## config.mk

```make
export PLATFORM = sky130hd
export DESIGN_NAME = lss_node_cfg
export DESIGN_NICKNAME = d
export VERILOG_FILES = /design/src/verilog/lss_pkg.sv /design/src/verilog/lss_rsp_if.sv /design/src/verilog/lss_node_cfg.sv /design/src/verilog/lss_rsp_tx.sv
export SDC_FILE = /design/constraint.sdc
export NUM_CORES = 1
export LEC_CHECK = 0
export BUFFER_PORTS_ARGS = -buffer_cell sky130_fd_sc_hd__buf_4
export CAP_MARGIN = 10
export CORE_AREA = 2 2 78 80
export CTS_CLUSTER_SIZE = 30
export DETAILED_ROUTE_END_ITERATION = 6
export DIE_AREA = 0 0 80 82
export PLACE_DENSITY = 0.8
export SYNTH_ARGS = -nofsm -noshare
export SYNTH_HDL_FRONTEND = slang
export SYNTH_SLANG_ARGS = --single-unit
```

## constraint.sdc

```tcl
create_clock -name i_core_clk -period 4.6 [get_ports i_core_clk]
set_clock_uncertainty 0.2 [all_clocks]
set_input_delay 0.46 -clock i_core_clk [delete_from_list [all_inputs] [get_ports i_core_clk]]
set_output_delay 0.46 -clock i_core_clk [all_outputs]
set_load 0.02 [all_outputs]
```

## src/verilog/lss_pkg.sv

```systemverilog
/*
 Shared constants and types for the node identifier configuration
 handler: frame identifiers, command specifiers, lengths and defaults.
 Assumes byte 0 of a CAN payload sits in data bits [7:0].
*/
package lss_pkg;
    // Frame identifiers
    localparam logic [10:0] LSS_REQ_ID      = 11'h7E5;
    localparam logic [10:0] LSS_RSP_ID      = 11'h7E4;
    // Command specifiers
    localparam logic [7:0]  CS_SWITCH       = 8'h04;
    localparam logic [7:0]  CS_CFG_ID       = 8'h11;
    localparam logic [7:0]  CS_STORE        = 8'h17;
    // Switch targets
    localparam logic [7:0]  SW_WAIT         = 8'h00;
    localparam logic [7:0]  SW_CFG          = 8'h01;
    // Frame lengths
    localparam logic [3:0]  LEN_SWITCH      = 4'h2;
    localparam logic [3:0]  LEN_CFG         = 4'h2;
    localparam logic [3:0]  LEN_STORE       = 4'h1;
    localparam logic [3:0]  LEN_RSP         = 4'h3;
    // Reply error codes
    localparam logic [7:0]  ERR_OK          = 8'h00;
    localparam logic [7:0]  ERR_RANGE       = 8'h01;
    // Factory defaults: node 127, 125 kbps (bit rate index 4)
    localparam logic [6:0]  DEF_NODE_ID     = 7'h7F;
    localparam int          DEF_RATE_KBPS   = 125;
    localparam logic [3:0]  DEF_RATE_IDX    = 4'h4;
    // Reply payload: bytes 2..7 are zero
    localparam logic [47:0] RSP_PAD         = 48'h0;
    // Payload byte positions
    localparam int          B0_LSB          = 0;
    localparam int          B1_LSB          = 8;

    typedef enum logic [1:0] {
        ST_BOOT,
        ST_WAIT,
        ST_CONFIG,
        ST_STORE
    } lss_state_t;
endpackage

```

## src/verilog/lss_rsp_if.sv

```systemverilog
/*
 Reply request channel between the command handler and the reply
 transmitter. Assumes the source sends only while busy is low.
*/
interface lss_rsp_if;
    logic       send;   // One-cycle reply request
    logic [7:0] cs;     // Command specifier echoed
    logic [7:0] err;    // Error code byte
    logic       busy;   // Reply frame still pending

    modport src (output send, output cs, output err, input busy);
    modport snk (input send, input cs, input err, output busy);
endinterface

```

## src/verilog/lss_node_cfg.sv

```systemverilog
/*
 Layer setting command handler for the node identifier: global state
 switch, configure node identifier, store configuration.
 Assumes received frames and the store port run on i_core_clk and
 that the stored configuration inputs are steady at reset release.
*/
module lss_node_cfg
    import lss_pkg::*;
(
    input  logic        i_core_clk,      // System clock, 200 MHz
    input  logic        i_sys_rst,       // Async reset, active high
    input  logic        i_rx_valid,      // Received frame pulse
    input  logic [10:0] i_rx_id,         // Received identifier
    input  logic [3:0]  i_rx_len,        // Received length
    input  logic [63:0] i_rx_data,       // Received payload
    output logic        o_tx_valid,      // Reply frame pending
    input  logic        i_tx_ready,      // Transmitter takes reply
    output logic [10:0] o_tx_id,         // Reply identifier
    output logic [3:0]  o_tx_len,        // Reply length
    output logic [63:0] o_tx_data,       // Reply payload
    input  logic        i_nv_valid,      // Stored config present
    input  logic [6:0]  i_nv_node_id,    // Stored node identifier
    input  logic [3:0]  i_nv_rate_idx,   // Stored bit rate index
    output logic        o_nv_wr_req,     // Store request, level
    input  logic        i_nv_ack,        // Store finished pulse
    output logic [6:0]  o_nv_node_id,    // Identifier to store
    output logic [3:0]  o_nv_rate_idx,   // Bit rate index to store
    output logic [6:0]  o_node_id,       // Active node identifier
    output logic [3:0]  o_rate_idx,      // Active bit rate index
    output logic        o_cfg_state,     // In configuration state
    output logic        o_node_reset     // Node reset pulse
);
    lss_state_t  state_q;
    lss_state_t  state_d;
    logic [6:0]  node_id_q;
    logic [6:0]  node_id_d;
    logic [6:0]  pend_id_q;
    logic [6:0]  pend_id_d;
    logic [3:0]  rate_q;
    logic [3:0]  rate_d;
    logic        nv_req_q;
    logic        nv_req_d;
    logic        rst_pulse_q;
    logic        rst_pulse_d;
    logic [7:0]  b0;
    logic [7:0]  b1;
    logic        sw_cmd;
    logic        cfg_cmd;
    logic        store_cmd;
    logic        sw_to_wait;
    logic        id_ok;

    lss_rsp_if u_rsp_if ();

    // Frame match on request identifier, length and specifier
    function automatic logic frame_is(
        input logic [10:0] id,
        input logic [3:0]  len,
        input logic [7:0]  cs,
        input logic [3:0]  want_len,
        input logic [7:0]  want_cs
    );
        frame_is = (id == LSS_REQ_ID) && (len == want_len) &&
                   (cs == want_cs);
    endfunction

    // Command decode; the master's framing is relied upon here
    assign b0         = i_rx_data[B0_LSB +: 8];
    assign b1         = i_rx_data[B1_LSB +: 8];
    assign sw_cmd     = i_rx_valid &&
        frame_is(i_rx_id, i_rx_len, b0, LEN_SWITCH, CS_SWITCH);
    assign cfg_cmd    = i_rx_valid &&
        frame_is(i_rx_id, i_rx_len, b0, LEN_CFG, CS_CFG_ID);
    assign store_cmd  = i_rx_valid &&
        frame_is(i_rx_id, i_rx_len, b0, LEN_STORE, CS_STORE);
    assign sw_to_wait = sw_cmd && (b1 == SW_WAIT);
    // Valid node identifiers are 1 to 127
    assign id_ok      = (b1[7] == 1'b0) && (b1[6:0] != 7'h00);

    // Handler state; replies only while the transmitter is idle
    always_comb
    begin
        state_d          = state_q;
        node_id_d        = node_id_q;
        pend_id_d        = pend_id_q;
        rate_d           = rate_q;
        nv_req_d         = nv_req_q;
        rst_pulse_d      = 1'b0;
        u_rsp_if.send    = 1'b0;
        u_rsp_if.cs      = CS_CFG_ID;
        u_rsp_if.err     = ERR_OK;
        case (state_q)
            ST_BOOT:
            begin
                // Stored values caught after release, not in reset
                if (i_nv_valid)
                begin
                    node_id_d = i_nv_node_id;
                    pend_id_d = i_nv_node_id;
                    rate_d    = i_nv_rate_idx;
                end
                else
                begin
                    node_id_d = DEF_NODE_ID;
                    pend_id_d = DEF_NODE_ID;
                    rate_d    = DEF_RATE_IDX;
                end
                state_d = ST_WAIT;
            end
            ST_WAIT:
            begin
                // Configure and store fall through untouched
                if (sw_cmd && (b1 == SW_CFG))
                begin
                    state_d = ST_CONFIG;
                end
            end
            ST_CONFIG:
            begin
                if (sw_to_wait)
                begin
                    node_id_d   = pend_id_q;
                    rst_pulse_d = 1'b1;
                    state_d     = ST_WAIT;
                end
                else if (cfg_cmd && !u_rsp_if.busy)
                begin
                    u_rsp_if.send = 1'b1;
                    if (id_ok)
                    begin
                        pend_id_d = b1[6:0];
                    end
                    else
                    begin
                        u_rsp_if.err = ERR_RANGE;
                    end
                end
                else if (store_cmd && !u_rsp_if.busy)
                begin
                    nv_req_d = 1'b1;
                    state_d  = ST_STORE;
                end
            end
            ST_STORE:
            begin
                // Frames during the write are dropped
                if (i_nv_ack)
                begin
                    nv_req_d      = 1'b0;
                    u_rsp_if.send = 1'b1;
                    u_rsp_if.cs   = CS_STORE;
                    state_d       = ST_CONFIG;
                end
            end
            default:
            begin
                state_d = ST_BOOT;
            end
        endcase
    end

    // Handler registers
    always_ff @(posedge i_core_clk or posedge i_sys_rst)
    begin
        if (i_sys_rst)
        begin
            state_q     <= ST_BOOT;
            node_id_q   <= DEF_NODE_ID;
            pend_id_q   <= DEF_NODE_ID;
            rate_q      <= DEF_RATE_IDX;
            nv_req_q    <= 1'b0;
            rst_pulse_q <= 1'b0;
        end
        else
        begin
            state_q     <= state_d;
            node_id_q   <= node_id_d;
            pend_id_q   <= pend_id_d;
            rate_q      <= rate_d;
            nv_req_q    <= nv_req_d;
            rst_pulse_q <= rst_pulse_d;
        end
    end

    // Reply transmitter
    lss_rsp_tx u_tx (
        .i_core_clk (i_core_clk),
        .i_sys_rst  (i_sys_rst),
        .rsp        (u_rsp_if.snk),
        .o_tx_valid (o_tx_valid),
        .i_tx_ready (i_tx_ready),
        .o_tx_id    (o_tx_id),
        .o_tx_len   (o_tx_len),
        .o_tx_data  (o_tx_data)
    );

    // Outputs; bit rate has no change path in this block
    assign o_nv_wr_req   = nv_req_q;
    assign o_nv_node_id  = pend_id_q;
    assign o_nv_rate_idx = rate_q;
    assign o_node_id     = node_id_q;
    assign o_rate_idx    = rate_q;
    assign o_cfg_state   = (state_q == ST_CONFIG) || (state_q == ST_STORE);
    assign o_node_reset  = rst_pulse_q;
endmodule

```

## src/verilog/lss_rsp_tx.sv

```systemverilog
/*
 Holds one three-byte reply frame on identifier 0x7E4 until the CAN
 transmitter takes it. Assumes a valid/ready transmitter on i_core_clk.
*/
module lss_rsp_tx
    import lss_pkg::*;
(
    input  logic        i_core_clk,  // System clock
    input  logic        i_sys_rst,   // Async reset, active high
    lss_rsp_if.snk      rsp,         // Reply requests
    output logic        o_tx_valid,  // Reply frame pending
    input  logic        i_tx_ready,  // Transmitter takes frame
    output logic [10:0] o_tx_id,     // Reply identifier
    output logic [3:0]  o_tx_len,    // Reply length
    output logic [63:0] o_tx_data    // Reply payload
);
    logic        valid_q;
    logic        valid_d;
    logic [63:0] data_q;
    logic [63:0] data_d;

    // Next frame; a new request only comes while idle
    always_comb
    begin
        valid_d = valid_q;
        data_d  = data_q;
        if (valid_q && i_tx_ready)
        begin
            valid_d = 1'b0;
        end
        if (rsp.send)
        begin
            valid_d = 1'b1;
            data_d  = {RSP_PAD, rsp.err, rsp.cs};
        end
    end

    // Frame registers
    always_ff @(posedge i_core_clk or posedge i_sys_rst)
    begin
        if (i_sys_rst)
        begin
            valid_q <= 1'b0;
            data_q  <= 64'h0;
        end
        else
        begin
            valid_q <= valid_d;
            data_q  <= data_d;
        end
    end

    // Identifier and length never vary
    assign o_tx_id    = LSS_RSP_ID;
    assign o_tx_len   = LEN_RSP;
    assign o_tx_valid = valid_q;
    assign o_tx_data  = data_q;
    assign rsp.busy   = valid_q;
endmodule

```

Yosys cells after proc, flatten, opt, wreduce, memory -nomap -nowiden
Cells that the tools add are included.
W data, S select, Z words.
{"block": "word_totals", "output_inout_bits": 105, "mem_bits_rw": 0, "mem_count": 0, "latchBits": 0, "word_cells": 88, "ff_bits": 39, "mem_bits_ro": 0}
{"block": "op_classes", "n_mux": 33, "magnitude_cmp": 0, "eq_ne": 20, "multipliers": 0, "n_reduce_logical": 26, "n_bitwise": 1, "div_mod_pow": 0, "shifts": 0, "addsub": 0}
{"operator": "$mux W7", "n": 5}
{"operator": "$pmux W7 S2", "n": 2}
{"operator": "$eq A8 B5 Y1 const B", "n": 2}
{"operator": "$ne A2 B2 Y1 const B", "n": 8}
{"operator": "$mux W1", "n": 15}
{"operator": "$logic_and A1 B1 Y1", "n": 14}
{"operator": "$eq A11 B11 Y1 const B", "n": 1}
{"operator": "$mux W2", "n": 5}
{"operator": "$eq A8 B1 Y1 const B", "n": 1}
{"operator": "$eq A8 B3 Y1 const B", "n": 1}
{"operator": "$logic_not A8 Y1", "n": 1}
{"operator": "$pmux W2 S4", "n": 1}
{"operator": "$reduce_and A4 Y1", "n": 2}
{"operator": "$reduce_bool A7 Y1", "n": 1}
{"operator": "$mux W3", "n": 2}
{"operator": "$ne A3 B3 Y1 const B", "n": 2}
{"operator": "$reduce_bool A2 Y1", "n": 3}
{"operator": "$reduce_and A5 Y1", "n": 1}
{"operator": "$eq A2 B2 Y1 const B", "n": 2}
{"operator": "$eq A4 B1 Y1 const B", "n": 1}
{"operator": "$eq A4 B2 Y1 const B", "n": 1}
{"operator": "$mux W4", "n": 1}
{"operator": "$pmux W1 S2", "n": 2}
{"operator": "$eq A2 B1 Y1 const B", "n": 1}
{"operator": "5 further kinds", "n": 5}

Logic depth before layout (Yosys ltp)
Gate-level depths: netlist (run 1).
{"block": "logic_depth", "depth_word": 9, "ltp_mapped": 6, "mapped_depth_nobuf": 5}

Hierarchy
A second synthesis (run 1) with hierarchy kept.
{"block": "hier_totals", "cells_unflattened": 256, "hier_area_um2": 2509.9}
{"module": "lss_node_cfg", "area_per_inst_um2": 1335.0, "cells_per_inst": 152, "n_inst": 1}
{"module": "lss_rsp_tx", "area_per_inst_um2": 1174.9, "cells_per_inst": 104, "n_inst": 1}

Least setup slack after synthesis (run 1)
No wires, ideal clock.
{"block": "synth_timing", "kind": "input to register", "start": "input i_rx_len[2]", "end": "register pend_id_q[4] (netlist: o_nv_node_id[4])", "path_buffers": 0, "arrival_ps": 1735, "stages": 5, "required_time_ps": 4317, "setup_ps": 83, "setup_slack_ps": 2582, "cell_sequence": "and4bb_1 nand4_4 and4b_2 a31oi_4 a221o_1"}
{"block": "synth_between", "elab_chain_cells": 7}
{"element": "start: declaration", "line_no": "lss_node_cfg.sv:14", "rtl": "input logic [3:0] i_rx_len,"}
{"element": "$eq A4 B2 Y1 *", "line_no": "lss_node_cfg.sv:63", "rtl": "frame_is = (id == LSS_REQ_ID) && (len == want_len) &&"}
{"element": "$logic_and A1 B1 Y1 *", "line_no": "lss_node_cfg.sv:63"}
{"element": "$logic_and A1 B1 Y1", "line_no": "lss_node_cfg.sv:63"}
{"element": "$logic_and A1 B1 Y1 (on tied branches)", "line_no": "lss_node_cfg.sv:72, lss_node_cfg.sv:70"}
{"element": "$logic_and A1 B1 Y1 (on tied branches)", "line_no": "lss_node_cfg.sv:126, lss_node_cfg.sv:76"}
{"element": "$ne A2 B2 Y1 (no line)"}
{"element": "$reduce_and A4 Y1 (no line) *"}
{"element": "end signal: assignment", "line_no": "lss_node_cfg.sv:178", "rtl": "pend_id_q <= pend_id_d;"}
{"element": "end: declaration", "line_no": "lss_node_cfg.sv:37", "rtl": "logic [6:0] pend_id_q;"}
Every way passes the cells marked *; elsewhere a longest branch is shown, timed or not.
A chain may end at the register's enable or synchronous reset.

Worst setup path after layout (run 1)
{"block": "layout_timing", "start": "register state_q[1]", "end": "register pend_id_q[4] (netlist: o_nv_node_id[4])"}
{"block": "layout_between", "elab_chain_cells": 3}
{"element": "start: declaration", "line_no": "lss_node_cfg.sv:33", "rtl": "lss_state_t state_q;"}
{"element": "start signal: assignment", "line_no": "lss_node_cfg.sv:176", "rtl": "state_q <= state_d;"}
{"element": "$eq A2 B2 Y1 or $logic_not A2 Y1 (tied branches)", "line_no": "lss_node_cfg.sv:92", "rtl": "case (state_q)"}
{"element": "$ne A2 B2 Y1 (no line) or $reduce_bool A2 Y1 (tied branches)"}
{"element": "$reduce_and A4 Y1 (no line)"}
Several ways; a longest one is shown, not always the timed one.

==> impl_results.md, run 1 <==
* Status: completed
* Root Driver: clkbuf_8
* Post-CTS Resized at 0
* P&R area growth vs syn at 21.1%
* Yosys reg bits at 26
* Critical path fanouts, max at 17
* Initial DRC count at 100
* Sequential area share after synthesis at 32.6%
* Vias/cell at 4.39
* WP data required at 4.62 ns
* Fraction of power consumed by combinational cells at 25.2%
* Initial Utilization at 35.7%
* Distinct cell type count after synthesis at 40
* CTS Hold Buffers Added at 0
* Area contributors post-synth: buf_4, dfstp_2, dfrtp_1
* Setup CP Type: flop to flop
* CP startpoint: state_q[1]
* Met2 usage at 26.3%
* Core Rows at 28
* GRT Util Overall at 14.9%
* Die Footprint at 0.00656 mm2
* GRT busiest layer: met2
* DRC Markers at 0
* CTS sink cnt at 26
* Min-delay worst type: input pin to flop
* Leakage dissipation at 1.26 nW
* Met1 Track Usage GR at 18.8%
* Setup TNS at 0 ns
* Syn Inst Count at 230
* Worst-Skew Late Latency at 0.27 ns
* Worst Setup Start Kind: flop
* Grt total ovfl at 0
* HPWL Detailed at 4.01 mm
* Maximum vdd drop at 0.111 mV
* RSZ-0062 raised after global routing: false
* Relative slew slack at 61.0%
* Die Height at 82 um
* Final antenna-violating net count at 0
* Worst setup margin at 2.54 ns
* Endpoints failing hold at 0
* FILL cells at 583
* First-pass iteration count of the detailed router at 4
* GPL Wtd Cong at 0.793
* Fin crit period at 2.06 ns
* Arrival @ worst endpoint at 2.08 ns
* Post-synth EDFFs at 0
* Max cap viols at 0
* First-pass GRT wire length at 7.56 mm
* Initial antenna violation count at 0
* Pint at 0.000409 W
* Setup violators final at 0
* Via count at 1,651
* Crit end category: flop
* Sw Ratio at 30.3%
* Synth Flop Type: dfstp_2
* Final period util at 44.8%
* Longest Clk Path Bufs at 2
* Largest net degree at the start of global routing at 27
* Placement Setup Slack at 2.26 ns
* Slew Viols, Final at 0
* Hold Crit Start: i_nv_valid
* Vias in the first global route at 1,578
* Seq pwr share at 42.2%
* Biggest area consumer among synthesized cells: buf_4
* CTS tree: done
* Total Wirelength at 4.85 mm
* Final #Nets at 398
* Wirelength per Cell at 12.9 um
* Met3 Resource Use GR at 3.19%
* Reg-to-Reg Start: state_q[1]
* FFs w/ async S/R, synth at 100%
* Yosys warning count at 0
* Post-CTS setup buffers at 0
* Worst-path clk slew at 0.10 ns
* Synth top area share at 29.3%
* ANT cells at 0
* Psw at 0.000178 W
* Post-synth top cells: buf_4, dfstp_2, nor2_1
* Core Region at 0.00575 mm2
* P per Cell Area at 236 mW/mm2
* Worst slew pin tran at 0.584 ns
* Fin util at 43.2%
* Clock power share at 32.5%
* Die width at 80 um
* Layout cell share with drive strength beyond 1 at 35.2%
* Syn avg cell area at 8.92 um2
* IO Port Bufs at 78
* H-Tree Depth at 1
* Synthesized cell area at 0.00205 mm2
* Top-count cell post-synth: buf_4
* Peak Freq at 486 MHz
* TritonCTS Buffers at 3
* Num ports at 201
area by class of cell:
cell class	count	area, um2	area share, %
tap	75	93.8	3.78
clock buffer	3	41.3	1.66
timing repair buffer	79	613	24.7
clock inverter	1	30.0	1.21
multi-input combinational	177	980	39.4
sequential	26	669	27.0
inverter	15	56.3	2.27
power by group through the flow:
stage	Sequential (W)	Combinational, W	Clock [W]
floorplan	0.000262	0.000129	0
global placement	0.000251	0.000143	0
detailed placement	0.000252	0.000145	0
CTS	0.000248	0.000146	0.000197
global route	0.000249	0.000162	0.000209
finish	0.000248	0.000148	0.000191
flip-flops by register name, summed over array words and instances, names as in the netlist:
register	flops
u_tx.o_tx_data	3
o_node_reset	1
o_nv_rate_idx	4
o_nv_node_id	7
state_q	2
o_node_id	7
o_nv_wr_req	1
u_tx.o_tx_valid	1
worst paths after layout:
path                       slack (ns)  depth (start not counted)                to
setup reg to reg                 2.54                          5   o_nv_node_id[4]
max in group asynchronous        3.74                          3   o_nv_node_id[0]
hold reg to reg                  0.30                          1   o_nv_node_id[1]
min in group asynchronous        0.23                          3  o_nv_rate_idx[1]
hold / removal                   0.17                          2  o_nv_rate_idx[2]
setup / recovery                 2.54                          5   o_nv_node_id[4]
logic make-up after synthesis:
family,count (synthesis),synth area share [%]
DFF,26,32.6
muxes,7,3.84
and+or+nand+nor,56,16.9
AOI/OAI and AO/OA,40,13.5
buffers and inverters,99,32.8
other,2,0.366
layout by cell type, fill, tap and decap left out, drive strengths merged, types with 2 or more instances in the layout:
| cell type | Yosys | final |
|---|---|---|
| buf | 80 | 79 |
| conb | 2 | 74 |
| nor2 | 16 | 16 |
| dfstp | 15 | 15 |
| inv | 14 | 14 |
| a21oi | 13 | 13 |
| nand2 | 11 | 11 |
| dfrtp | 11 | 11 |
| o21ai | 10 | 10 |
| mux2 | 7 | 7 |
| nor4 | 6 | 6 |
| a41oi | 5 | 5 |
| o2bb2ai | 4 | 4 |
| nand2b | 3 | 3 |
| nand3 | 3 | 3 |
| clkbuf | 4 | 3 |
| nor3 | 2 | 2 |
| and4bb | 2 | 2 |
| and3 | 2 | 2 |
| nand3b | 2 | 2 |
| a221o | 2 | 2 |
| nor2b | 2 | 2 |
| nand4 | 2 | 2 |
| nor3b | 2 | 2 |
| a31oi | 2 | 2 |
critical path: stages (launching register included):
cell	delay [ns]
dfrtp_1	0.73
nand2b_1	0.23
nand2_1	0.29
nor2_1	0.11
nor4_1	0.29
a221o_1	0.16
metrics by stage:
stage / hold slack (ns) / std cells / instance area, um2 / power, W
final: 0.169 / 376 / 2480 / 0.000587
after global routing: 0.172 / 376 / 2480 / 0.000620
after detailed placement: 0.288 / 371 / 2380 / 0.000397
after floorplan: 0.289 / 302 / 2320 / 0.000390
after CTS: 0.165 / 375 / 2460 / 0.000591
after global placement: 0.282 / 371 / 2380 / 0.000394
layer usage:
metal  vias to the layer above  part of all wire [%]  wire length [um]
li1                        769                     -                 -
met1                       771                    40              1930
met2                       109                    49              2400
met3                         2                    10               503
met4                         0                  0.33                16
met5                         -                     0                 0
No activity file was read; power rests on OpenSTA's default activity.
==> run 2: changes to the inputs <==
--- a/config.mk
+++ b/config.mk
@@ -7,11 +7,11 @@
 export LEC_CHECK = 0
 export BUFFER_PORTS_ARGS = -buffer_cell sky130_fd_sc_hd__buf_4
 export CAP_MARGIN = 10
-export CORE_AREA = 2 2 78 80
+export CORE_MARGIN = 1.5
+export CORE_UTILIZATION = 37
 export CTS_CLUSTER_SIZE = 30
 export DETAILED_ROUTE_END_ITERATION = 6
-export DIE_AREA = 0 0 80 82
-export PLACE_DENSITY = 0.8
+export PLACE_DENSITY = 0.82
 export SYNTH_ARGS = -nofsm -noshare
 export SYNTH_HDL_FRONTEND = slang
 export SYNTH_SLANG_ARGS = --single-unit
==> constraint.sdc (replaced) <==
create_clock -name i_core_clk -period 1.9 [get_ports i_core_clk]
set_clock_uncertainty 0.2 [all_clocks]
set_input_delay 0.19 -clock i_core_clk [delete_from_list [all_inputs] [get_ports i_core_clk]]
set_output_delay 0.19 -clock i_core_clk [all_outputs]
set_load 0.02 [all_outputs]
==> impl_results.md, run 2 (synthesis results as in run 1) <==
* Total Wirelength at 4.65 mm (-4.3%)
* P&R area growth vs syn at 26.7%
* First-pass GRT wire length at 7.19 mm (-4.9%)
* Initial antenna violation count at 0 (unchanged)
* GRT Util Overall at 15.2% (+0.33 points)
* Die Height at 77.4 um (-5.6%)
* Die Footprint at 0.00600 mm2 (-8.6%)
* Fin crit period at 1.83 ns (-0.227 ns)
* Num ports at 201 (unchanged)
* Crit end category: flop
* IO Port Bufs at 78 (unchanged)
* H-Tree Depth at 1 (unchanged)
* ANT cells at 0 (unchanged)
* Met3 Resource Use GR at 4.00% (+0.81 points)
* Relative slew slack at 59.2% (-1.9 points)
* Placed insts at 377 (+1.6%)
* FILL cells at 511 (-12%)
* WP data required at 1.92 ns (-2.70 ns)
* Met2 usage at 27.1% (+0.86 points)
* Final antenna-violating net count at 0 (unchanged)
* Worst slew pin tran at 0.612 ns (+0.0279 ns)
* Die width at 77.4 um (-3.2%)
* CTS tree: done
* Worst-path clk slew at 0.09 ns (about the same)
* Status: completed
* Core Rows at 26 (-7.1%)
* Initial DRC count at 80 (-20%)
* Worst Setup Start Kind: flop
* Final period util at 96.4% (+52 points)
* Max cap viols at 0 (unchanged)
* Critical path fanouts, max at 9 (-8)
* Largest net degree at the start of global routing at 27 (unchanged)
* Leakage dissipation at 1.32 nW (+4.9%)
* Longest Clk Path Bufs at 2 (unchanged)
* Wirelength per Cell at 12.0 um (-7.0%)
* Via count at 1,680 (+1.8%)
* Slew Viols, Final at 0 (unchanged)
* Total power at 0.00143 W (+140%)
* Worst-Skew Late Latency at 0.27 ns (about the same)
* Min-delay worst type: input pin to flop
* Fin util at 49.6% (+6.4 points)
* Setup CP Type: flop to flop
* Initial Utilization at 39.2% (+3.5 points)
* Root Driver: clkbuf_8
* Most common cell after layout, fill and taps aside: buf_4
* Maximum vdd drop at 0.300 mV (+170%)
* Setup violators final at 0 (unchanged)
* Arrival @ worst endpoint at 1.86 ns (-0.22 ns)
* CTS sink cnt at 26 (unchanged)
* DRC Markers at 0 (unchanged)
* Post-CTS setup buffers at 0 (unchanged)
* Final #Nets at 414 (+4.0%)
* RSZ-0062 raised after global routing: false
* TritonCTS Buffers at 3 (unchanged)
* GPL Wtd Cong at 0.793 (about the same)
* Vias in the first global route at 1,551 (-1.7%)
* HPWL Detailed at 3.69 mm (-8.0%)
* GRT busiest layer: met2
* Endpoints failing hold at 0 (unchanged)
* Vias/cell at 4.34 (-1.1%)
* Core Region at 0.00524 mm2 (-8.8%)
* Peak Freq at 546 MHz (+12%)
* Layout cell share with drive strength beyond 1 at 37.5% (+2.3 points)
* Met1 Track Usage GR at 18.1% (-0.65 points)
* Grt total ovfl at 0 (unchanged)
* Most frequent cells in the layout: buf_4, conb_1, nor2_1, dfstp_2, inv_1
* First-pass iteration count of the detailed router at 4 (unchanged)
* Post-Layout Cell Count at 387 (+2.9%)
* P per Cell Area at 550 mW/mm2 (+130%)
==> run 2: through the flow <==
step / hold slack, ns / setup WS [ns] / TNS (ns) / area (um2)
after detailed placement: 0.0820 / -0.114 / -0.782 / 2460
after global routing: 0.00785 / 0.00156 / 0 / 2600
after global placement: 0.0729 / -0.0507 / -0.347 / 2460
after CTS: 0.00140 / 0.0426 / 0 / 2590
after floorplan: 0.0189 / 0.0865 / 0 / 2320
final: 0.00369 / 0.0683 / 0 / 2600
==> run 2: final cells by class <==
type	count	area [um2]	share of cell area (%)
inverters	15	56.3	2.17
clock buffers	3	41.3	1.59
clock inverters	1	30.0	1.16
well taps	70	87.6	3.37
flip-flops and latches	26	672	25.9
multi-input cells	177	982	37.8
repair buffers	95	728	28.0
==> run 2: worst max-delay path, stage by stage, from the launching register on <==
cell and delay [ns]:
dfrtp_2 0.48, nor2_2 0.16, buf_4 0.20, nor2_1 0.05
a31oi_1 0.12, dlygate4sd3_1 0.56
==> run 2: final timing paths <==
check	endpoint	depth (start not counted)	from	slack (ns)
max	o_nv_rate_idx[2]	5	state_q[0]	0.07
min	o_nv_node_id[5]	3	i_nv_node_id[5]	0.004
max reg2reg	o_nv_rate_idx[2]	5	state_q[0]	0.07
min reg2reg	o_nv_node_id[3]	1	o_nv_node_id[3]	0.30
max in group asynchronous	o_node_id[5]	4	i_sys_rst	0.85
min in group asynchronous	u_tx.o_tx_data[8]	4	i_sys_rst	0.35
==> run 2: where the power goes <==
group	internal (W)	switching [W]
Combinational	0.000128	0.000237
Sequential	0.000586	0.0000139
Clock	0.000282	0.000182
Total	0.000997	0.000433
==> run 2: metal layers <==
metal	up-vias	wire [um]
li1	808	-
met1	759	1850
met2	105	2330
met3	8	397
met4	0	65
met5	-	0
==> run 2: timing repair <==
action | 4_1_cts | 5_1_grt
endpoints found under the setup margin | 0 | 2
endpoints found under the hold margin | 15 | 0
hold buffers | 6 | 0
resized for setup | 0 | 3
==> run 3: changes to the inputs <==
--- a/config.mk
+++ b/config.mk
@@ -12,6 +12,7 @@
 export CTS_CLUSTER_SIZE = 30
 export DETAILED_ROUTE_END_ITERATION = 6
 export PLACE_DENSITY = 0.82
+export REMOVE_ABC_BUFFERS = 1
 export SYNTH_ARGS = -nofsm -noshare
 export SYNTH_HDL_FRONTEND = slang
 export SYNTH_SLANG_ARGS = --single-unit
==> impl_results.md, run 3 (synthesis results as in run 1) <==
* Status: completed
* Root Driver: clkbuf_8
* P per Cell Area at 509 mW/mm2 (-7.5%)
* P&R area growth vs syn at 26.9%
* Peak Freq at 549 MHz (+0.50%)
* Die Height at 77.4 um (unchanged)
* Die Footprint at 0.00600 mm2 (unchanged)
* Worst slew pin tran at 0.541 ns (-0.0710 ns)
* RSZ-0062 raised after global routing: false
* Max cap viols at 0 (unchanged)
* Total Wirelength at 4.74 mm (+2.0%)
* CP max-delay cell: dlygate4sd3_1
* First-pass iteration count of the detailed router at 5 (+1)
* Longest Clk Path Bufs at 2 (unchanged)
* Min-delay worst type: input pin to flop
* Crit end category: flop
* GRT Util Overall at 15.1% (-0.067 points)
* Initial Utilization at 39.2% (unchanged)
* First-pass GRT wire length at 7.31 mm (+1.6%)
* Worst-Skew Late Latency at 0.27 ns (about the same)
* Post-Layout Cell Count at 390 (+0.78%)
* WP data required at 1.92 ns (about the same)
* Placement Setup Slack at -0.122 ns (-0.00822 ns)
* HPWL Detailed at 3.89 mm (+5.5%)
* Final instance area at 0.00260 mm2 (+0.19%)
* Arrival @ worst endpoint at 1.84 ns (-0.02 ns)
* Leakage dissipation at 1.33 nW (+0.83%)
* TritonCTS Buffers at 3 (unchanged)
* Grt total ovfl at 0 (unchanged)
* Endpoints failing hold at 0 (unchanged)
* Setup TNS at 0 ns (unchanged)
* Wirelength per Cell at 12.1 um (+1.2%)
* Worst setup margin at 0.0775 ns (+0.00920 ns)
* Slew Viols, Final at 0 (unchanged)
* CTS tree: done
* Num ports at 201 (unchanged)
* CTS sink cnt at 26 (unchanged)
* Via count at 1,725 (+2.7%)
* Fin crit period at 1.82 ns (-0.00920 ns)
* FILL cells at 512 (+0.20%)
* IO Port Bufs at 78 (unchanged)
* Vias in the first global route at 1,586 (+2.3%)
* Relative slew slack at 63.9% (+4.7 points)
* Hold WS at 0.00644 ns (+0.00275 ns)
* Maximum vdd drop at 0.259 mV (-14%)
* ANT cells at 0 (unchanged)
* Largest net degree at the start of global routing at 27 (unchanged)
* Initial antenna violation count at 0 (unchanged)
* Most common cell after layout, fill and taps aside: buf_4
* Core Rows at 26 (unchanged)
* Layout cell share with drive strength beyond 1 at 37.8% (+0.27 points)
* DRC Markers at 0 (unchanged)
* Area occupied by multi-input gates at 982 um2 (unchanged)
* Final period util at 95.9% (-0.48 points)
* Post-CTS setup buffers at 0 (unchanged)
* Crit-path cells: nor2_2 -> buf_4 -> nor2_1 -> a31oi_1 -> dlygate4sd3_1
* Worst Setup Start Kind: flop
* Worst-path clk slew at 0.09 ns (about the same)
* Die width at 77.4 um (unchanged)
* Most frequent cells in the layout: buf_4, conb_1, dfstp_2
* FF/Latch Area at 671 um2 (-0.19%)
* Slowest stage delay, CP at 0.56 ns (about the same)
* Setup CP Type: flop to flop
* Placed insts at 380 (+0.80%)
* Placed Area at 0.00248 mm2 (+0.92%)
* Core Region at 0.00524 mm2 (unchanged)
* Final #Nets at 417 (+0.72%)
* Critical path fanouts, max at 9 (unchanged)
* GPL Wtd Cong at 0.788 (-0.63%)
* Initial DRC count at 104 (+30%)
* Setup violators final at 0 (unchanged)
* Final antenna-violating net count at 0 (unchanged)
* Vias/cell at 4.42 (+1.9%)
* H-Tree Depth at 1 (unchanged)
## run 3: changes by cell type in the layout (fill, tap and decap cells not counted), sizes merged
cell | before | now
bufinv | 1 | 0
clkbuf | 3 | 4
buf | 89 | 92
## run 3: worst paths after layout
path	to	cells after the start	slack (ns)	startpoint
setup / recovery	o_nv_rate_idx[2]	5	0.08	state_q[0]
min in group asynchronous	state_q[1]	4	0.33	i_sys_rst
max in group asynchronous	o_node_id[2]	4	0.87	i_sys_rst
hold reg to reg	o_nv_node_id[3]	1	0.30	o_nv_node_id[3]
hold / removal	o_nv_node_id[5]	3	0.006	i_nv_node_id[5]
setup reg to reg	o_nv_rate_idx[2]	5	0.08	state_q[0]
## run 3: per-stage QoR
step | power [W] | util (%)
floorplan | 0.000821 | -
global placement | 0.000957 | 47.4
detailed placement | 0.000964 | 47.4
CTS | 0.00133 | 49.6
global route | 0.00138 | 49.7
finish | 0.00133 | 49.7
## run 3: report_power, final
part / switching, W / internal (W) / total, W / leakage [nW]
combinational: 0.000238 / 0.000129 / 0.000367 / 1.00
clock: 0.000173 / 0.000185 / 0.000358 / 0.0288
sequential: 0.0000143 / 0.000586 / 0.000600 / 0.303
## run 3: repair_timing
action / CTS / global route
hold buffers: 6 / 0
hold endpoints to repair: 15 / 0
setup endpoints to repair: 0 / 3
resized for setup: 0 / 2
## run 3: layout make-up
class,instances,area share [%]
flip-flops and latches,26,25.8
well taps,70,3.37
repair buffers,98,28.8
clock buffers,4,2.12
inverters,15,2.16
multi-input cells,177,37.7
## run 3: metal layers
metal / global-route usage, % / part of all wire, % / up-vias
met5: 0 / 0 / -
met4: 6.91 / 2.9 / 0
met1: 16.6 / 36 / 794
met2: 28.5 / 53 / 115
met3: 2.12 / 7.6 / 12
li1: - / - / 804
## run 3: critical path, delay by kind of cell, from the launching register on
| family | cells | cell delay (ns) |
|---|---|---|
| flip-flops | 1 | 0.48 |
| AND/OR/NAND/NOR | 2 | 0.21 |
| buffers and inverters | 2 | 0.75 |
| AO/OA/AOI/OAI | 1 | 0.13 |
